===== config.mk =====
export PLATFORM = sky130hd
export DESIGN_NAME = psc_regs
export DESIGN_NICKNAME = d
export VERILOG_FILES = /design/src/psc_pkg.sv /design/src/psc_regs.sv
export SDC_FILE = /design/constraint.sdc
export NUM_CORES = 1
export LEC_CHECK = 0
export ABC_CLOCK_PERIOD_IN_PS = 18150
export BUFFER_PORTS_ARGS = -buffer_cell sky130_fd_sc_hd__buf_4
export CAP_MARGIN = 0
export CORE_MARGIN = 2
export CORE_UTILIZATION = 35
export CTS_CLUSTER_DIAMETER = 100
export DETAILED_ROUTE_END_ITERATION = 10
export GPL_ROUTABILITY_DRIVEN = 0
export SLEW_MARGIN = 15
export SYNTH_ARGS = -nofsm -noshare
export SYNTH_HDL_FRONTEND = slang
export SYNTH_SLANG_ARGS = --single-unit

===== constraint.sdc =====
create_clock -name clk -period 18.15 [get_ports clk]
set_input_delay 1.815 -clock clk [delete_from_list [all_inputs] [get_ports clk]]
set_output_delay 1.815 -clock clk [all_outputs]
set_load 0.05 [all_outputs]

===== src/psc_pkg.sv =====
`default_nettype none

package psc_pkg;

    // ------------------------------------------------------------------
    // Serial frame layout.
    // ------------------------------------------------------------------
    localparam int FRAME_BITS = 32;
    localparam int DATA_BITS = 27;
    localparam int ADDR_BITS = 4;

    // ------------------------------------------------------------------
    // Register addresses.
    // ------------------------------------------------------------------
    localparam logic [3:0] ADDR_MASTER = 4'h0;
    localparam logic [3:0] ADDR_FRACTION_NUMERATOR_RF1 = 4'h1;
    localparam logic [3:0] ADDR_MOD_RF2 = 4'h2;
    localparam logic [3:0] ADDR_REFDIV = 4'h3;
    localparam logic [3:0] ADDR_LOCKCFG = 4'h4;

    // ------------------------------------------------------------------
    // Field positions.
    // ------------------------------------------------------------------
    localparam int POS_SHADOW = 26;
    localparam int POS_OUT1_PD = 24;
    localparam int POS_MAN_CAL = 23;
    localparam int POS_PLL_HALF = 22;
    localparam int POS_OUT1_DIV = 21;
    localparam int POS_MOD_CLK_OFF = 25;
    localparam int POS_OUT2_PD = 21;
    localparam int POS_CHIP_PD = 25;
    localparam int POS_LEAK_X2 = 24;
    localparam int POS_LEAK_HI = 23;
    localparam int POS_LEAK_LO = 19;
    localparam int POS_LEAK_DIR = 18;
    localparam int POS_DSPLIT = 17;
    localparam int POS_DMODE_HI = 16;
    localparam int POS_DMODE_LO = 15;
    localparam int POS_RPATH_HI = 14;
    localparam int POS_RPATH_LO = 13;
    localparam int POS_EXT_OSC = 19;
    localparam int POS_AMP_HI = 17;
    localparam int POS_AMP_LO = 15;
    localparam int POS_CAL_MODE = 12;
    localparam int POS_GCOMP_OFF = 11;
    localparam int POS_RBUF_HI = 9;
    localparam int POS_RBUF_LO = 8;
    localparam int POS_MUTE = 7;
    localparam int POS_LD_LOW = 6;
    localparam int POS_WIN_HI = 5;
    localparam int POS_WIN_LO = 3;
    localparam int POS_CNT_HI = 2;
    localparam int POS_CNT_LO = 0;
    localparam int POS_DEL_HI = 20;
    localparam int POS_DEL_LO = 19;

    // ------------------------------------------------------------------
    // Reset values and timing.
    // ------------------------------------------------------------------
    localparam logic [26:0] RESET_DATA = 27'h0000000;
    localparam int LEAK_STEP_UA = 10;
    localparam int WIN_STEP_NS = 2;

    // Decoded delay modes: none, VCO, reference, reserved.
    typedef enum logic [1:0] {
        PSC_DEL_NONE = 2'b00,
        PSC_DEL_VCO = 2'b01,
        PSC_DEL_REF = 2'b10,
        PSC_DEL_RSVD = 2'b11
    } psc_delay_t;

    // Analog control bundle handed to the synthesizer core.
    typedef struct packed {
        logic [20:0] numerator;
        logic [20:0] modulus;
        logic [12:0] ref_div;
        logic [1:0] ref_path;
        logic [1:0] ref_buf;
        logic [9:0] leak_ua;
        logic leak_source;
        logic [1:0] split_level;
        logic vco_delay;
        logic ref_delay;
        logic pll_half;
        logic out1_div;
        logic [2:0] amplitude;
        logic cal_mode;
    } psc_ctrl_t;

endpackage

`default_nettype wire


===== src/psc_regs.sv =====
// ----------------------------------------------------------------------
// Functional notes
// RULE1 - Bit 26 set: shadow until master write
// RULE2 - Numerator bits 20:0, below modulus
// RULE3 - Host keeps modulus within 2..2097151
// RULE4 - Bit 24 zero enables first output
// RULE5 - Manual calibration uses selections, inhibits autocal
// RULE6 - Bit 22 selects VCO halved to divider
// RULE7 - Host powers down second output
// RULE8 - Host writes zero to reserved bits
// RULE9 - Power-down bit switches off internal blocks; the code leaves gain_comp_enable ungated
// RULE10 - Leakage equals code times 10/20 uA
// RULE11 - Delay mode: none, VCO, reference, reserved
// RULE12 - Down-split current follows master delay code
// RULE13 - Reference path: direct, double, half, quarter
// RULE14 - Reference divider 13 bits, 1..8191
// RULE15 - External oscillator replaces internal VCOs
// RULE16 - Host limits amplitude at 3.3 V
// RULE17 - Host sets calibrator mode by supply
// RULE18 - Gain compensation unless disable bit set
// RULE19 - Reference buffer mode decode, 00 reserved
// RULE20 - Mute outputs while unlocked if enabled
// RULE21 - Lock indicator polarity from bit 6
// RULE22 - Lock window 2 ns to 16 ns
// RULE23 - Lock count code maps 4..4096 cycles
// RULE24 - Master write transfers shadows, starts calibration
// RULE25 - 32-bit frame: R/W, address, 27 data
// RULE26 - Count in-window cycles; clear outside; lock
// ----------------------------------------------------------------------
`default_nettype none

module psc_regs
    import psc_pkg::*;
#(
    parameter int CNT_W = 13
) (
    input wire logic clk,
    input wire logic sys_rst,
    input wire logic spi_clk,
    input wire logic spi_data_in,
    input wire logic spi_latch,
    input wire logic pfd_tick,
    input wire logic [3:0] phase_err_ns,
    output logic spi_data_out,
    output logic spi_data_oe,
    output logic lock_indicator,
    output logic out1_enable,
    output logic out2_enable,
    output logic chip_power_down,
    output logic auto_cal_enable,
    output logic cal_start,
    output logic internal_vco_enable,
    output logic ext_buffer_enable,
    output logic gain_comp_enable,
    output logic down_split_on,
    output psc_ctrl_t ctrl
);

    // ------------------------------------------------------------------
    // Pin synchronisers.
    // ------------------------------------------------------------------
    // Three stages per pin; a change counts once stages two and three agree.
    logic [2:0] sck_s_reg, sdi_s_reg, le_s_reg;
    logic sck_q_reg, le_q_reg;

    // Synchroniser chain; the first stage feeds only the second.
    always_ff @(posedge clk or posedge sys_rst) begin
        if (sys_rst) begin
            sck_s_reg <= 3'h0;
            sdi_s_reg <= 3'h0;
            le_s_reg <= 3'h7;
        end else begin
            sck_s_reg <= {sck_s_reg[1:0], spi_clk};
            sdi_s_reg <= {sdi_s_reg[1:0], spi_data_in};
            le_s_reg <= {le_s_reg[1:0], spi_latch};
        end
    end

    // Filtered levels: updated only when stages two and three agree.
    logic sck_q_next, le_q_next;
    always_comb begin
        sck_q_next = (sck_s_reg[1] == sck_s_reg[2]) ? sck_s_reg[2] : sck_q_reg;
        le_q_next = (le_s_reg[1] == le_s_reg[2]) ? le_s_reg[2] : le_q_reg;
    end

    always_ff @(posedge clk or posedge sys_rst) begin
        if (sys_rst) begin
            sck_q_reg <= 1'b0;
            le_q_reg <= 1'b1;
        end else begin
            sck_q_reg <= sck_q_next;
            le_q_reg <= le_q_next;
        end
    end

    wire sck_rise = sck_q_next & ~sck_q_reg;
    wire sck_fall = ~sck_q_next & sck_q_reg;
    wire le_rise = le_q_next & ~le_q_reg;
    wire le_fall = ~le_q_next & le_q_reg;

    // ------------------------------------------------------------------
    // Serial frame engine.
    // ------------------------------------------------------------------
    // Frame starts when the latch falls and is committed when it rises after 32 bits.
    logic [31:0] shift_reg, shift_next;
    logic [5:0] bits_reg, bits_next;
    logic [26:0] rd_data_reg, rd_data_next;
    logic rd_act_reg, rd_act_next;
    logic sdo_reg, sdo_next;
    logic [26:0] act_reg [0:4];
    logic [26:0] act_next [0:4];
    logic [26:0] shd_reg [1:3];
    logic [26:0] shd_next [1:3];
    logic [3:1] pend_reg, pend_next;
    logic cal_reg, cal_next;

    // Decode a committed frame address into a register select.
    function automatic logic hit(input logic [3:0] a, input logic [3:0] want);
        hit = (a == want);
    endfunction

    wire frame_done = le_rise && (bits_reg == 6'(FRAME_BITS));
    wire is_read = shift_reg[31];
    wire [3:0] f_addr = shift_reg[30:27];
    wire [26:0] f_data = shift_reg[26:0];

    // Next state of the frame engine and the register bank.
    always_comb begin
        shift_next = shift_reg;
        bits_next = bits_reg;
        rd_data_next = rd_data_reg;
        rd_act_next = rd_act_reg;
        sdo_next = sdo_reg;
        cal_next = 1'b0;
        pend_next = pend_reg;
        for (int i = 0; i < 5; i++) begin
            act_next[i] = act_reg[i];
        end
        for (int i = 1; i < 4; i++) begin
            shd_next[i] = shd_reg[i];
        end
        if (le_fall) begin
            // A new frame always restarts the bit count.
            bits_next = 6'h00;
            rd_act_next = 1'b0;
        end else if (!le_q_reg && sck_rise && bits_reg < 6'(FRAME_BITS)) begin
            shift_next = {shift_reg[30:0], sdi_s_reg[2]}; // [RULE25]
            bits_next = bits_reg + 6'h01;
            if (bits_reg == 6'(ADDR_BITS) && shift_reg[ADDR_BITS - 1]) begin
                // Read: the select bit sits three places up once three address bits are in,
                // and the fourth address bit is the one arriving now.
                rd_act_next = 1'b1;
                rd_data_next = 27'h0;
                for (int i = 0; i < 5; i++) begin
                    if (hit({shift_reg[2:0], sdi_s_reg[2]}, 4'(i))) begin
                        rd_data_next = act_reg[i];
                    end
                end
            end
        end else if (rd_act_reg && sck_fall) begin
            sdo_next = rd_data_reg[26];
            rd_data_next = {rd_data_reg[25:0], 1'b0};
        end
        if (frame_done && !is_read) begin
            if (hit(f_addr, ADDR_MASTER)) begin
                act_next[0] = f_data;
                // Shadowed contents go live and calibration restarts.
                for (int i = 1; i < 4; i++) begin
                    if (pend_reg[i]) begin
                        act_next[i] = shd_reg[i]; // [RULE24]
                    end
                end
                pend_next = 3'h0;
                cal_next = 1'b1; // [RULE24]
            end else if (hit(f_addr, ADDR_LOCKCFG)) begin
                act_next[4] = f_data;
            end else begin
                for (int i = 1; i < 4; i++) begin
                    if (hit(f_addr, 4'(i))) begin
                        if (f_data[POS_SHADOW]) begin
                            shd_next[i] = f_data; // [RULE1]
                            pend_next[i] = 1'b1;
                        end else begin
                            act_next[i] = f_data;
                        end
                    end
                end
            end
        end
        if (le_rise) begin
            rd_act_next = 1'b0;
        end
    end

    // Frame engine and register bank storage.
    always_ff @(posedge clk or posedge sys_rst) begin
        if (sys_rst) begin
            shift_reg <= 32'h0;
            bits_reg <= 6'h00;
            rd_data_reg <= 27'h0;
            rd_act_reg <= 1'b0;
            sdo_reg <= 1'b0;
            cal_reg <= 1'b0;
            pend_reg <= 3'h0;
            for (int i = 0; i < 5; i++) begin
                act_reg[i] <= RESET_DATA;
            end
            for (int i = 1; i < 4; i++) begin
                shd_reg[i] <= RESET_DATA;
            end
        end else begin
            shift_reg <= shift_next;
            bits_reg <= bits_next;
            rd_data_reg <= rd_data_next;
            rd_act_reg <= rd_act_next;
            sdo_reg <= sdo_next;
            cal_reg <= cal_next;
            pend_reg <= pend_next;
            for (int i = 0; i < 5; i++) begin
                act_reg[i] <= act_next[i];
            end
            for (int i = 1; i < 4; i++) begin
                shd_reg[i] <= shd_next[i];
            end
        end
    end

    // ------------------------------------------------------------------
    // Lock detector.
    // ------------------------------------------------------------------
    // Counts consecutive in-window detector cycles; ticks are one-cycle enables.
    logic [CNT_W-1:0] lk_cnt_reg, lk_cnt_next;
    logic locked_reg, locked_next;
    logic [CNT_W-1:0] target;
    logic [4:0] window_ns; // Five bits, because the widest window is 16 ns.
    // Power-down level, shared by the lock detector and the output stage.
    wire chip_pd_w = act_reg[3][POS_CHIP_PD];

    // Window and count target derived from the lock configuration.
    always_comb begin
        window_ns = 5'((int'(act_reg[4][POS_WIN_HI:POS_WIN_LO]) + 1) * WIN_STEP_NS); // [RULE22]
        case (act_reg[4][POS_CNT_HI:POS_CNT_LO]) // [RULE23]
            3'h0: target = CNT_W'(4);
            3'h1: target = CNT_W'(8);
            3'h2: target = CNT_W'(16);
            3'h3: target = CNT_W'(64);
            3'h4: target = CNT_W'(256);
            3'h5: target = CNT_W'(1024);
            3'h6: target = CNT_W'(2048);
            default: target = CNT_W'(4096);
        endcase
    end

    // Next count and lock flag.
    // Power-down drops lock at once, without waiting for a detector tick,
    // because a sleeping loop delivers no ticks that could clear it.
    always_comb begin
        lk_cnt_next = lk_cnt_reg;
        locked_next = locked_reg;
        if (chip_pd_w) begin
            lk_cnt_next = '0; // [RULE9]
            locked_next = 1'b0;
        end else if (pfd_tick) begin
            if ({1'b0, phase_err_ns} > window_ns) begin
                lk_cnt_next = '0; // [RULE26]
                locked_next = 1'b0;
            end else if (lk_cnt_reg < target) begin
                lk_cnt_next = lk_cnt_reg + CNT_W'(1);
            end else begin
                locked_next = 1'b1; // [RULE26]
            end
        end
    end

    always_ff @(posedge clk or posedge sys_rst) begin
        if (sys_rst) begin
            lk_cnt_reg <= '0;
            locked_reg <= 1'b0;
        end else begin
            lk_cnt_reg <= lk_cnt_next;
            locked_reg <= locked_next;
        end
    end

    // ------------------------------------------------------------------
    // Control outputs.
    // ------------------------------------------------------------------
    wire mute_w = act_reg[4][POS_MUTE] & ~locked_reg; // [RULE20]
    psc_ctrl_t ctrl_next;

    // Decoded control bundle for the analog core.
    always_comb begin
        ctrl_next.numerator = act_reg[1][20:0]; // [RULE2]
        ctrl_next.modulus = act_reg[2][20:0];
        ctrl_next.ref_div = act_reg[3][12:0]; // [RULE14]
        ctrl_next.ref_path = act_reg[3][POS_RPATH_HI:POS_RPATH_LO]; // [RULE13]
        ctrl_next.ref_buf = act_reg[4][POS_RBUF_HI:POS_RBUF_LO]; // [RULE19]
        ctrl_next.leak_ua = 10'(int'(act_reg[3][POS_LEAK_HI:POS_LEAK_LO]) * LEAK_STEP_UA
                            * (act_reg[3][POS_LEAK_X2] ? 2 : 1)); // [RULE10]
        ctrl_next.leak_source = act_reg[3][POS_LEAK_DIR]; // [RULE10]
        ctrl_next.split_level = act_reg[3][POS_DSPLIT] ? act_reg[0][POS_DEL_HI:POS_DEL_LO] : 2'h0; // [RULE12]
        ctrl_next.vco_delay = psc_delay_t'(act_reg[3][POS_DMODE_HI:POS_DMODE_LO]) == PSC_DEL_VCO; // [RULE11]
        ctrl_next.ref_delay = psc_delay_t'(act_reg[3][POS_DMODE_HI:POS_DMODE_LO]) == PSC_DEL_REF; // [RULE11]
        ctrl_next.pll_half = act_reg[1][POS_PLL_HALF]; // [RULE6]
        ctrl_next.out1_div = act_reg[1][POS_OUT1_DIV];
        ctrl_next.amplitude = act_reg[4][POS_AMP_HI:POS_AMP_LO];
        ctrl_next.cal_mode = act_reg[4][POS_CAL_MODE];
    end

    // Output registers; power-down clears every enable except gain_comp_enable.
    always_ff @(posedge clk or posedge sys_rst) begin
        if (sys_rst) begin
            ctrl <= '0;
            spi_data_out <= 1'b0;
            spi_data_oe <= 1'b0;
            lock_indicator <= 1'b0;
            out1_enable <= 1'b0;
            out2_enable <= 1'b0;
            chip_power_down <= 1'b0;
            auto_cal_enable <= 1'b0;
            cal_start <= 1'b0;
            internal_vco_enable <= 1'b0;
            ext_buffer_enable <= 1'b0;
            gain_comp_enable <= 1'b0;
            down_split_on <= 1'b0;
        end else begin
            ctrl <= ctrl_next;
            spi_data_out <= sdo_reg;
            spi_data_oe <= rd_act_reg;
            lock_indicator <= locked_reg ^ act_reg[4][POS_LD_LOW]; // [RULE21]
            out1_enable <= ~act_reg[1][POS_OUT1_PD] & ~mute_w & ~chip_pd_w; // [RULE4] [RULE9]
            out2_enable <= ~act_reg[2][POS_OUT2_PD] & ~mute_w & ~chip_pd_w;
            chip_power_down <= chip_pd_w; // [RULE9]
            auto_cal_enable <= ~act_reg[1][POS_MAN_CAL] & ~chip_pd_w; // [RULE5]
            cal_start <= cal_reg & ~act_reg[1][POS_MAN_CAL] & ~chip_pd_w; // [RULE5] [RULE24]
            internal_vco_enable <= ~act_reg[4][POS_EXT_OSC] & ~chip_pd_w; // [RULE15]
            ext_buffer_enable <= act_reg[4][POS_EXT_OSC] & ~chip_pd_w; // [RULE15]
            gain_comp_enable <= ~act_reg[4][POS_GCOMP_OFF]; // [RULE18]
            down_split_on <= act_reg[3][POS_DSPLIT] & ~chip_pd_w; // [RULE12]
        end
    end

endmodule

`default_nettype wire


=== Yosys cells after proc, flatten, opt, wreduce, memory -nomap -nowiden ===
Cells that the tools add are included.
Widths: inputs -> output; s select.

* ROM bits: 0
* Output and inout port bits: 92
* Memory bits (writable): 0
* Input port bits: 10
* Register bits after elaboration: 403
* Memories kept: 0
* Latch bits: 0

* Magnitude comparators: 3
* $mul: 2
* Eq/ne operators: 27
* Shifts and indexed selects: 0
* $add $sub $neg: 3
* Reductions and logical operators: 38
* Multiplexer cells: 44
* Div/mod/pow operators: 0
* Bitwise operators: 32

{| class="wikitable"
|+ Operators with widths
! operator !! number
|-
| $mux 27 || 15
|-
| $mux 81 || 2
|-
| $pmux 13 s7 || 1
|-
| $mux 13 || 4
|-
| $reduce_and 5->1 || 6
|-
| $eq 4x2->1 const B || 4
|-
| $mux 1 || 16
|-
| $not 1->1 || 16
|-
| $and 1x1->1 || 15
|-
| $reduce_bool 2->1 || 7
|-
| $add 13x1->13 const B || 1
|-
| $lt 13x13->1 || 1
|-
| $mux 6 || 2
|-
| $reduce_and 4->1 || 3
|-
| $reduce_and 2->1 || 5
|-
| $eq 3x3->1 const B || 3
|-
| $mul 8x2->9 || 1
|-
| $reduce_and 3->1 || 3
|-
| $reduce_bool 3->1 || 3
|-
| $eq 4x1->1 const B || 2
|-
| $eq 4x3->1 const B || 2
|-
| $logic_not 4->1 || 2
|-
| $mul 5x3->8 const B || 1
|-
| $ne 2x2->1 const B || 4
|-
| 19 further kinds || 30
|}

=== Logic depth before layout (Yosys ltp) ===
Gate-level depths: netlist of run 1.

* Depth in word-level cells: 8
* Mapped depth: 12

=== Worst setup path before layout of run 1 ===
OpenSTA, ideal clock, no wires.

* Kind: input-to-reg
* From: in phase_err_ns[3]
* To: reg lk_cnt_reg[10]
* Arrival time: 3.441 ns
* Stages: 6
* Setup slack: 14.572 ns
* Setup time: 0.136 ns
* Path buffers: 1
* Data required time: 18.014 ns
* Cell sequence: ha_1 and4b_1 a2111oi_0 or2_2 clkbuf_1 a21oi_1

* Word-level cells in the longest chain between the ends: 4
* Elaborated cells on any way between the ends: 6

{| class="wikitable"
|+ Ends and longest elaborated chain
! element !! line !! RTL
|-
| start, declared || psc_regs.sv:43 || <nowiki>input wire logic [3:0] phase_err_ns,</nowiki>
|-
| $gt 4x5->1 (*) || psc_regs.sv:264 || <nowiki>if ({1'b0, phase_err_ns} > window_ns) begin</nowiki>
|-
| $mux 13 || psc_regs.sv:264 ||
|-
| $mux 13 || psc_regs.sv:263 || <nowiki>end else if (pfd_tick) begin</nowiki>
|-
| $mux 13 || psc_regs.sv:260 || <nowiki>if (chip_pd_w) begin</nowiki>
|-
| end signal, assigned || psc_regs.sv:280 || <nowiki>lk_cnt_reg <= lk_cnt_next;</nowiki>
|-
| end, declared || psc_regs.sv:232 || <nowiki>logic [CNT_W-1:0] lk_cnt_reg, lk_cnt_next;</nowiki>
|}

Every way passes the cells marked *; elsewhere a longest branch is shown, timed or not. The select of a mux whose other input is x is not followed.
A chain may end at the register's enable or synchronous reset.

=== Final worst setup path of run 1 ===
* From: reg le_s_reg[1]
* To: reg shd_reg[63] in the netlist's numbering

* Word-level cells in the longest chain between the ends: 6

{| class="wikitable"
|+ Ends and longest elaborated chain
! element !! line !! RTL
|-
| start, declared || psc_regs.sv:63 || <nowiki>logic [2:0] sck_s_reg, sdi_s_reg, le_s_reg;</nowiki>
|-
| start signal, assigned || psc_regs.sv:75 || <nowiki>le_s_reg <= {le_s_reg[1:0], spi_latch};</nowiki>
|-
| $eq 1x1->1 || psc_regs.sv:83 || <nowiki>le_q_next = (le_s_reg[1] == le_s_reg[2]) ? le_s_reg[2] : le_q_reg;</nowiki>
|-
| $mux 1 || psc_regs.sv:83 ||
|-
| named net le_q_next || psc_regs.sv:80 || <nowiki>logic sck_q_next, le_q_next;</nowiki>
|-
| $and 1x1->1 || psc_regs.sv:98 || <nowiki>wire le_rise = le_q_next & ~le_q_reg;</nowiki>
|-
| $logic_and 1x1->1 || psc_regs.sv:122 || <nowiki>wire frame_done = le_rise && (bits_reg == 6'(FRAME_BITS));</nowiki>
|-
| $logic_and 1x1->1 || psc_regs.sv:164 || <nowiki>if (frame_done && !is_read) begin</nowiki>
|-
| $reduce_and 5->1 (no source line) || -- ||
|-
| end signal, assigned by index || psc_regs.sv:223 || <nowiki>shd_reg[i] <= shd_next[i];</nowiki>
|-
| end, declared || psc_regs.sv:112 || <nowiki>logic [26:0] shd_reg [1:3];</nowiki>
|}

The timed path passes the listed nets, and every way through them passes these cells.

==> reports/qor.txt, run 1 <==
Result of the run = complete, no violations
Maximum net fanout on the critical path = 17
Initial cell density of the core = 35.60%
Fmax achieved = 0.2883 GHz
Post-Syn Nets = 1357
Latest clock arrival within the worst-skew pair = 0.58 ns
Depth of the worst hold-timing path = 0
Die H = 221.8 um
End of the worst hold path = sdi_s_reg[1]
Total wire length after detailed routing = 38.47 mm
Sw Ratio = 23.71%
First-pass GRT wire length = 61.27 mm
Class of the tightest hold or removal check = flip-flop to flip-flop
Antenna violations before repair = 0
Total iterations of the first detailed-routing run = 5
Remaining DRCs = 0
Root Buffer = clkbuf_16
DP HPWL = 22.53 mm
Max IR drop VDD = 0.00005859 V
Critical path data required time = 18.59 ns
Resized cells post-CTS = 0
Avg Vias per Cell = 5.134
Logic pwr share = 5.6%
Final-report hold violation count = 0
Total of buffers placed on input and output ports = 100
Clock sink count = 403
Max-capacitance violation count = 0
Maximum clock insertion buffer count = 3
Routed via count = 10510
TritonCTS clock tree = yes
Synth top area share = 60.11%
Remaining max-slew budget at the tightest pin = 20.40%
Portion of the post-synthesis area used by sequential elements = 60.75%
Hold-fix buffers at CTS = 0
Post-Syn Area per Cell = 12.56 um2
Switching power of the nets = 465.1 uW
Leading cell type by number of instances after synthesis = dfrtp_1
Total negative setup slack = 0 ns
Tot GR Track Use = 15.79%
Worst setup slack for register-to-register paths = 14.68 ns
Vias in the first global route = 10540
Pwr per Cell Area = 100.8 nW/um2
Setup-violating endpoint count in the final report = 0
Post-route cell area = 19470 um2
Portion of total power attributed to the clock network = 47.1%
Post-CTS clock slew at the launch and capture registers of the worst setup and hold paths = 0.06 ns
Final routed wire length divided by cell count = 18.79 um
Post-detailed-placement cell area = 17970 um2
Arr. time, crit path = 3.91 ns
Min cycle time layout = 3.469 ns
EDFF count, synth = 0
Unrepaired setup endpoints after global routing = false
Setup CP Type = flip-flop to flip-flop
Static Leakage = 9.171 nW
Max reg flops = 135
Proportion of synthesized flip-flops having asynchronous set or reset = 100.0%
Most area-hungry cell type in the Yosys netlist = dfrtp_1
Total Nets Final = 1441
Internal Pwr Total = 1.496 mW
Iteration-0 DRC count of the detailed router = 719
Antenna fix cells = 0
Endpoint of the worst register-to-register path = shd_reg[63]
Final hold slack = 0.3480 ns
Post-route clock period utilization = 19.11%
Start point of the critical path = le_s_reg[1]
Maximum number of pins on one net before global-route repair = 189
Startpoint type of the worst setup path = flip-flop
Number of buffers created by CTS = 43
Number of different library cells in the post-synthesis netlist = 69
Count of placed standard cells including taps = 1968
Clock tree skew after final layout = 0.02873 ns
Syn-to-layout area delta = 17.21%
FF-to-FF path depth = 11
Main flop type after synthesis = dfrtp_1
R2r startpoint = le_s_reg[1]
Cell types with the largest area share after synthesis = dfrtp_1 60%, mux2_2 12%, a21oi_1 3.9%
Level count of the clock H-tree = 2
Synth Cell Area = 16610 um2
Post-CTS repair timing setup buffer count = 0
Cell row count = 79
Most numerous cell types in the synthesized netlist = 399 x dfrtp_1, 172 x mux2_2, 129 x a21oi_1, 108 x nand2_1, 108 x o21ai_0
Non-filler cells in the finished layout = 2047
Type of destination of the critical path = flip-flop
Count of mapped cells out of synthesis = 1322
Hold wc startpoint = sdi_s_reg[0]
Pin slew with the least headroom to its limit = 1.191 ns
Die width = 221.8 um
Pins over their slew limit = 0
Layout cells sized above 1 = 28.68%
Yosys warning total = 0
# IOs = 102
Flip-flop and latch count after synthesis = 403
Area of the core region = 46650 um2
Post-detailed-route count of antenna-violating nets = 0
Remaining Overflow, GRT = 0
Power share of the sequential group = 47.3%
Die ar. = 49220 um2
-- metrics by stage --
stage | total power [mW] | setup WS, ns | utilization [%]
2_1_floorplan | 1.010 | 5.132 | -
3_3_place_gp | 1.053 | 14.39 | 38.52
3_5_place_dp | 1.057 | 14.34 | 38.52
4_1_cts | 1.986 | 14.64 | 41.73
5_1_grt | 2.031 | 14.41 | 41.73
6_report | 1.962 | 14.68 | 41.73
-- cell usage in the layout (no fill, tap or decap), types with 5 or more instances in the layout --
cell type | synthesis | routed
o21ai_0 | 108 | 108
nand3_1 | 14 | 14
ha_1 | 23 | 23
inv_1 | 25 | 24
mux2_2 | 172 | 172
clkinv_2 | 0 | 10
mux4_2 | 24 | 24
and3_1 | 6 | 6
and2_1 | 6 | 6
clkbuf_8 | 0 | 10
bufinv_16 | 0 | 5
or4_1 | 10 | 10
o21ai_1 | 6 | 6
clkbuf_1 | 43 | 7
o31ai_1 | 8 | 8
dfrtp_1 | 399 | 398
mux2i_1 | 6 | 6
buf_4 | 4 | 117
nor2b_1 | 36 | 36
clkbuf_16 | 0 | 44
nor2_1 | 54 | 52
a221o_1 | 23 | 23
a21oi_1 | 129 | 129
xor2_1 | 7 | 7
nand2_1 | 108 | 105
nand3b_1 | 5 | 5
-- cell type report --
class	instances	area (um2)
clock buffers	61	1265
clock inverters	18	232.7
fillers	4382	27190
inverters	25	101.3
multi-input cells	815	6121
flip-flops and latches	403	10090
well taps	607	759.5
repair buffers	118	898.4
-- power groups by stage --
stage | Combinational [mW] | Clock (mW) | Sequential [mW]
detailed placement | 0.112 | 0 | 0.945
finish | 0.110 | 0.923 | 0.929
global route | 0.120 | 0.981 | 0.930
global placement | 0.109 | 0 | 0.944
floorplan | 0.0773 | 0 | 0.933
CTS | 0.112 | 0.945 | 0.929
-- cells by family (layout without fill, tap and decap cells) --
| group | after synthesis | in the layout | share of synthesized area, % |
|---|---|---|---|
| and+or+nand+nor | 274 | 274 | 8.219 |
| muxes | 202 | 202 | 15.28 |
| xor gates and xnor gates | 11 | 11 | 0.5800 |
| DFF | 403 | 403 | 60.75 |
| adders and majority gates | 26 | 26 | 2.034 |
| AOI/OAI and AO/OA | 300 | 300 | 10.40 |
| buffers and inverters | 104 | 222 | 2.697 |
| other | 2 | 2 | 0.04521 |
-- critical path, cell delays in order (launching register included) --
cell and delay [ns]:
dfstp_2 0.54, nand2_1 0.05, nand2_1 0.05, o21ai_0 0.10
inv_1 0.09, ha_1 0.15, and4bb_2 0.28, and3_1 0.21
nand2_1 0.14, nor3b_2 0.93, buf_4 0.45, mux2_2 0.37
-- layer usage --
metal / track usage, % / part of all wire, % / up-vias
met1: 21.97 / 47 / 5412
met5: 0 / 0 / -
met2: 25.43 / 48 / 170
li1: - / - / 4865
met4: 4.359 / 2.1 / 0
met3: 2.849 / 3.7 / 63
-- worst max-delay path by stage --
stage / end / slack [ns] / depth (start not counted)
after floorplan: act_reg[0] / 5.13 / 1
final: shd_reg[63] / 14.68 / 11
after CTS: shd_reg[62] / 14.64 / 11
after global placement: locked_reg / 14.39 / 6
after global routing: shd_reg[62] / 14.41 / 11
after detailed placement: lk_cnt_reg[10] / 14.34 / 6
No activity file was read; power rests on OpenSTA's default activity.
==> run 2, diff against run 1 <==
--- a/config.mk
+++ b/config.mk
@@ -5,7 +5,7 @@
 export SDC_FILE = /design/constraint.sdc
 export NUM_CORES = 1
 export LEC_CHECK = 0
-export ABC_CLOCK_PERIOD_IN_PS = 18150
+export ABC_CLOCK_PERIOD_IN_PS = 3400
 export BUFFER_PORTS_ARGS = -buffer_cell sky130_fd_sc_hd__buf_4
 export CAP_MARGIN = 0
 export CORE_MARGIN = 2
==> constraint.sdc (replaced) <==
create_clock -name clk -period 3.4 [get_ports clk]
set_input_delay 0.34 -clock clk [delete_from_list [all_inputs] [get_ports clk]]
set_output_delay 0.34 -clock clk [all_outputs]
set_load 0.05 [all_outputs]
==> run 2 against run 1 <==
Power increased to 5.4 times the previous value; count of clock-buffer cells in the layout increased by 3; sequential power increased to 5.3 times the previous value; global-route usage increased by 0.25 points; worst hold slack got worse by 0.28 ns; via count increased by 1.0%; register-to-register slack got worse by 14 ns; final cell count increased by 0.98%; final area increased by 1.5%; non-clock buffer count increased by 19; critical endpoint is now shd_reg[70]; largest cell class unchanged; largest power group is now clock.
==> reports/qor.txt, run 2 (synthesis gave the netlist of run 1 again) <==
Unrepaired setup endpoints after global routing = false
Max-capacitance violation count = 0 (unchanged)
DP HPWL = 23.89 mm (+6.0%)
Timing endpoint of the critical path = shd_reg[70]
Start point of the critical path = le_q_reg
Root Buffer = clkbuf_16
R2r startpoint = le_q_reg
Iteration-0 DRC count of the detailed router = 696 (-3.2%)
Maximum number of pins on one net before global-route repair = 110 (-42%)
Post-route clock period utilization = 81.00% (+62 points)
TritonCTS clock tree = yes
Syn-to-layout area delta = 18.91%
Arr. time, crit path = 3.20 ns (-0.71 ns)
First-pass GRT wire length = 62.66 mm (+2.3%)
Post-CTS repair timing setup buffer count = 0 (unchanged)
Fmax achieved = 0.3631 GHz (+26%)
Remaining max-slew budget at the tightest pin = 29.50% (+9.1 points)
Post-CTS clock slew at the launch and capture registers of the worst setup and hold paths = 0.06 ns (about the same)
Type of destination of the critical path = flip-flop
Avg Vias per Cell = 5.135 (about the same)
Result of the run = complete, no violations
Tot GR Track Use = 16.04% (+0.25 points)
Total Nets Final = 1461 (+1.4%)
Total of buffers placed on input and output ports = 100 (unchanged)
Total wire length after detailed routing = 38.78 mm (+0.79%)
Maximum net fanout on the critical path = 27 (+10)
Leading cell type in the layout, fill and taps excluded = dfrtp_1
Commonest cells after routing, fill and taps aside = 398 x dfrtp_1, 172 x mux2_2, 129 x a21oi_1
Setup-violating endpoint count in the final report = 0 (unchanged)
Initial cell density of the core = 35.60% (unchanged)
Total iterations of the first detailed-routing run = 5 (unchanged)
Final-report hold violation count = 0 (unchanged)
Remaining DRCs = 0 (unchanged)
Die ar. = 49220 um2 (unchanged)
Place WS = 0.6348 ns (-13.70 ns)
Endpoint of the worst register-to-register path = shd_reg[70]
Antenna violations before repair = 0 (unchanged)
Pin slew with the least headroom to its limit = 1.057 ns (-0.1336 ns)
Remaining Overflow, GRT = 0 (unchanged)
Static Leakage = 9.294 nW (+1.3%)
Fill cell instance count of the final layout = 4338 (-1.0%)
Total negative setup slack = 0 ns (unchanged)
Antenna fix cells = 0 (unchanged)
Post-detailed-route count of antenna-violating nets = 0 (unchanged)
Setup CP Type = flip-flop to flip-flop
Max IR drop VDD = 0.0003096 V (+430%)
Vias in the first global route = 11090 (+5.2%)
Startpoint type of the worst setup path = flip-flop
Min cycle time layout = 2.754 ns (-0.7147 ns)
Max reg flops = 135 (unchanged)
Worst setup slack for register-to-register paths = 0.65 ns (-14.04 ns)
Critical path data required time = 3.85 ns (-14.74 ns)
Class of the tightest hold or removal check = input pin to flip-flop
Die width = 221.8 um (unchanged)
Routed via count = 10620 (+1.0%)
Cell row count = 79 (unchanged)
Pwr per Cell Area = 536.1 nW/um2 (+430%)
Latest clock arrival within the worst-skew pair = 0.57 ns (about the same)
Die H = 221.8 um (unchanged)
Pins over their slew limit = 0 (unchanged)
Area of the core region = 46650 um2 (unchanged)
Number of buffers created by CTS = 44 (+2.3%)
Layout cells sized above 1 = 29.18% (+0.50 points)
Level count of the clock H-tree = 2 (unchanged)
Final routed wire length divided by cell count = 18.76 um (-0.19%)
Clock sink count = 403 (unchanged)
FF-to-FF path depth = 11 (unchanged)
Min setup slack post-route = 0.6461 ns (-14.04 ns)
Maximum clock insertion buffer count = 3 (unchanged)
# IOs = 102 (unchanged)
Clock tree skew after final layout = 0.01261 ns (-0.01612 ns)
## run 2: cell count changes in the layout (fill, tap and decap cells not counted), sizes merged
cell | before | now
buf | 118 | 133
clkinv | 11 | 5
dlygate4sd3 | 0 | 4
clkbuf | 61 | 64
clkinvlp | 1 | 4
inv | 26 | 27
## run 2: worst min-delay path by stage
stage / cells after the start / from / end / slack, ns
floorplan: 0 / sck_s_reg[0] / sck_s_reg[1] / 0.33
global placement: 0 / sdi_s_reg[1] / sdi_s_reg[2] / 0.34
detailed placement: 0 / sdi_s_reg[0] / sdi_s_reg[1] / 0.33
CTS: 3 / pfd_tick / locked_reg / 0.03
global route: 3 / pfd_tick / locked_reg / 0.05
finish: 3 / pfd_tick / locked_reg / 0.06
## run 2: metal layers
| layer | vias to the layer above | global-route usage, % | wire, um |
|---|---|---|---|
| met5 | - | 0 | 0 |
| met4 | 0 | 5.362 | 959 |
| met3 | 61 | 2.478 | 1327 |
| met2 | 181 | 26.51 | 18780 |
| met1 | 5440 | 21.65 | 17710 |
| li1 | 4933 | - | - |
## run 2: worst max-delay path: stages, from the launching register on
cell	delay, ns
dfstp_2	0.54
inv_1	0.05
nand2_1	0.05
o21ai_0	0.11
inv_1	0.10
ha_1	0.14
and4bb_2	0.26
and3_1	0.21
nand2_1	0.15
nor3b_2	0.19
buf_4	0.44
mux2_2	0.39
## run 2: layout make-up
class / instances / area (um2) / area share [%]
Tap cell: 607 / 759.5 / 3.845
Inverter: 25 / 97.59 / 0.4941
Multi-Input combinational cell: 815 / 6113 / 30.95
Clock buffer: 64 / 1286 / 6.512
Timing Repair Buffer: 137 / 1151 / 5.828
Clock inverter: 16 / 252.7 / 1.280
Sequential cell: 403 / 10090 / 51.09
## run 2: through the flow
stage	std cells	utilization, %	power, mW	cell area (um2)	hold WS (ns)
4_1_cts	2067	42.34	10.74	19750	0.03118
3_3_place_gp	1983	38.95	5.659	18170	0.3375
2_1_floorplan	1322	-	5.396	16610	0.3312
6_report	2067	42.34	10.59	19750	0.06398
3_5_place_dp	1983	38.95	5.667	18170	0.3347
5_1_grt	2067	42.34	10.98	19750	0.05434
## run 2: repair_timing
item / CTS / global route
hold endpoints to repair: 34 / 0
resized for setup: 0 / 0
hold buffers: 4 / 0
## run 2: where the power goes
part           leakage (nW)  switching, mW  total, mW  internal [mW]
Clock                 0.746           1.98       5.01           3.03
Sequential             5.56          0.119       4.97           4.85
Combinational          2.98          0.408      0.611          0.203
Total                  9.29           2.51       10.6           8.08
==> run 3, diff against run 2 <==
--- a/config.mk
+++ b/config.mk
@@ -5,7 +5,7 @@
 export SDC_FILE = /design/constraint.sdc
 export NUM_CORES = 1
 export LEC_CHECK = 0
-export ABC_CLOCK_PERIOD_IN_PS = 3400
+export ABC_CLOCK_PERIOD_IN_PS = 2400
 export BUFFER_PORTS_ARGS = -buffer_cell sky130_fd_sc_hd__buf_4
 export CAP_MARGIN = 0
 export CORE_MARGIN = 2
==> constraint.sdc (replaced) <==
create_clock -name clk -period 2.4 [get_ports clk]
set_input_delay 0.24 -clock clk [delete_from_list [all_inputs] [get_ports clk]]
set_output_delay 0.24 -clock clk [all_outputs]
set_load 0.05 [all_outputs]
==> run 3 against run 2 <==
The run now ends with negative setup slack left; flip-flop and latch count unchanged; first-iteration DRC count up 18%; non-clock buffer count up 78; sequential share of layout area down 3.2 points; combinational power up 85%; global-route usage up 0.56 points; setup slack worse by 0.76 ns; final cell count up 4.0%; clock power up 38%; worst hold slack better by 0.17 ns; highest routed layer unchanged.
==> reports/qor.txt, run 3 (synthesis gave the netlist of run 1 again) <==
Top layer reached by signal wires = met4
Final routed wire length divided by cell count = 19.28 um (+2.8%)
Logic depth of the worst path, buffers included = 12 (+1)
Die ar. = 49220 um2 (unchanged)
Met3 routed WL = 1.618 mm (+22%)
TritonCTS clock tree = yes
Total of buffers placed on input and output ports = 100 (unchanged)
Depth of the worst hold-timing path = 6 (+3)
Sw Ratio = 24.44% (+0.73 points)
Initial cell density of the core = 35.60% (unchanged)
Cell row count = 79 (unchanged)
Failing checks = negative setup slack
Min setup slack post-route = -0.1115 ns (-0.7576 ns)
CP cell instances = nand2_2, nand2_2, o21ai_4, inv_2, ha_4, and4bb_2, and3_4, nand2_4, nor3b_4, buf_6, buf_8, mux2_4
R2r startpoint = le_s_reg[1]
Internal Pwr Total = 11.32 mW (+40%)
Iteration-0 DRC count of the detailed router = 822 (+18%)
Layout cells sized above 1 = 36.53% (+7.4 points)
Portion of total power attributed to the clock network = 46.0% (-1.3 points)
Final Total Pwr = 14.98 mW (+41%)
Startpoint type of the worst setup path = flip-flop
Start point of the critical path = le_s_reg[1]
Die width = 221.8 um (unchanged)
Max-capacitance violation count = 0 (unchanged)
Hold wc startpoint = phase_err_ns[3]
Final-report hold violation count = 0 (unchanged)
Remaining max-slew budget at the tightest pin = 21.37% (-8.1 points)
Unrepaired setup endpoints after global routing = true
Category of cells accounting for the largest share of critical-path delay = simple AND/OR/NAND/NOR gates
Result of the run = complete, but fails checks
Total iterations of the first detailed-routing run = 7 (+2)
Multi-input gate area in the final layout = 6646 um2 (+8.7%)
Maximum number of pins on one net before global-route repair = 138 (+25%)
Pin slew with the least headroom to its limit = 1.178 ns (+0.1207 ns)
Pwr per Cell Area = 710.1 nW/um2 (+32%)
Maximum net fanout on the critical path = 5 (-81%)
Remaining Overflow, GRT = 0 (unchanged)
Type of destination of the critical path = flip-flop
Avg Vias per Cell = 5.176 (+0.79%)
Wire length on met2 = 19.81 mm (+5.4%)
Worst path most repeated cell = nand2_2
Setup-violating endpoint count in the final report = 51 (+51)
Root Buffer = clkbuf_16
Min cycle time layout = 2.511 ns (-0.2424 ns)
Die H = 221.8 um (unchanged)
FF-to-FF path depth = 12 (+1)
Latest clock arrival within the worst-skew pair = 0.58 ns (about the same)
M1 WL = 18.97 mm (+7.2%)
Non-filler cells in the finished layout = 2149 (+4.0%)
Post-CTS clock slew at the launch and capture registers of the worst setup and hold paths = 0.06 ns (about the same)
Pins over their slew limit = 0 (unchanged)
Arr. time, crit path = 2.95 ns (-0.25 ns)
Clock tree skew after final layout = 0.02975 ns (+0.01714 ns)
Fmax achieved = 0.3982 GHz (+9.7%)
Antenna violations before repair = 1 (+1)
Fill cell instance count of the final layout = 4241 (-2.2%)
Post-detailed-route count of antenna-violating nets = 0 (unchanged)
First-pass GRT wire length = 64.52 mm (+3.0%)
Max reg flops = 135 (unchanged)
Leading cell type in the layout, fill and taps excluded = dfrtp_1
Slowest stage cell, crit path = dfstp_2
Tot GR Track Use = 16.60% (+0.56 points)
Count of placed standard cells including taps = 2021 (+1.9%)
Sum of buffers and inverters on the critical path = 3 (unchanged)
Commonest cells after routing, fill and taps aside = 397 x dfrtp_1, 176 x buf_4, 126 x mux2_2
Critical path data required time = 2.84 ns (-1.01 ns)
Total Nets Final = 1540 (+5.4%)
# IOs = 102 (unchanged)
Routed via count = 11120 (+4.8%)
Number of buffers created by CTS = 44 (unchanged)
Switching power of the nets = 3.660 mW (+46%)
Power share of the sequential group = 46.5% (-0.4 points)
Post-route cell area = 21090 um2 (+6.8%)
Level count of the clock H-tree = 2 (unchanged)
Total wire length after detailed routing = 41.43 mm (+6.8%)
Remaining DRCs = 0 (unchanged)
Syn-to-layout area delta = 27.00%
Maximum clock insertion buffer count = 3 (unchanged)
Vias in the first global route = 11320 (+2.1%)
DP HPWL = 24.57 mm (+2.8%)
Post-detailed-placement cell area = 18580 um2 (+2.3%)
Max IR drop VDD = 0.0005764 V (+86%)
Post-route clock period utilization = 104.6% (+24 points)
Area of the core region = 46650 um2 (unchanged)
Logic pwr share = 7.5% (+1.7 points)
Worst path max stage delay = 0.55 ns (about the same)
Area occupied by registers = 10090 um2 (about the same)
Static Leakage = 9.889 nW (+6.4%)
Setup CP Type = flip-flop to flip-flop
Class of the tightest hold or removal check = input pin to flip-flop
Clock sink count = 403 (unchanged)
==> run 3: changes by cell type in the layout (fill, tap and decap cells not counted), moves of 6 or more <==
cell / before / now
or4_4: 0 / 7
clkinv_2: 3 / 12
mux2_4: 0 / 46
ha_4: 0 / 7
clkbuf_16: 44 / 50
buf_12: 9 / 19
ha_1: 23 / 15
buf_4: 124 / 176
a21oi_2: 0 / 9
or4_1: 10 / 3
mux2_2: 172 / 126
buf_6: 0 / 8
a21oi_1: 129 / 119
==> run 3: tightest hold or removal path, cell delays in order <==
cell	delay, ns
buf_4	0.08
ha_1	0.13
a21oi_1	0.06
nand2_1	0.06
a2111o_1	0.14
a21oi_2	0.05
==> run 3: final timing paths <==
| path | slack [ns] | to |
|---|---|---|
| max | -0.11 | shd_reg[59] |
| min | 0.23 | lk_cnt_reg[0] |
| max reg2reg | -0.11 | shd_reg[59] |
| min reg2reg | 0.35 | sck_s_reg[1] |
| max in group asynchronous | 1.20 | sdi_s_reg[2] |
| min in group asynchronous | 0.44 | act_reg[119] |
==> run 3: layer usage <==
layer / up-vias / track usage, %
li1: 5083 / -
met1: 5718 / 22.41
met2: 248 / 27.07
met3: 74 / 3.114
met4: 0 / 5.340
met5: - / 0
==> run 3: cell type report <==
type / count / share of cell area [%]
Sequential cell: 403 / 47.84
Multi-Input combinational cell: 816 / 31.51
Timing Repair Buffer: 215 / 9.467
Clock buffer: 60 / 5.985
Tap cell: 607 / 3.600
Clock inverter: 22 / 1.121
Inverter: 25 / 0.4627
Antenna cell: 1 / 0.01186
==> run 3: repair_timing <==
item                       CTS  global route
setup buffers               29             9
hold endpoints to repair   259             0
cloned                       4             6
setup endpoints to repair   90           166
hold buffers                 5             0
resized for setup           57            78
pin swaps                   12            25
==> run 3: stage by stage <==
step / hold slack, ns / utilization (%) / setup TNS, ns / setup slack (ns)
floorplan: 0.2445 / - / -1309.60 / -3.264
finish: 0.2291 / 45.21 / -3.458 / -0.1115
detailed placement: 0.3377 / 39.83 / -9.983 / -0.1945
global route: 0.2672 / 45.21 / -7.544 / -0.1982
global placement: 0.3419 / 39.83 / -6.927 / -0.1543
CTS: 0.1783 / 44.24 / -3.084 / -0.1250
==> run 3: power groups by stage <==
stage | Sequential (mW) | Combinational (mW) | Clock [mW]
4_1_cts | 6.96 | 1.08 | 7.08
2_1_floorplan | 7.06 | 0.590 | 0
5_1_grt | 6.97 | 1.22 | 7.38
3_3_place_gp | 7.08 | 1.00 | 0
3_5_place_dp | 7.08 | 1.02 | 0
6_report | 6.96 | 1.13 | 6.89
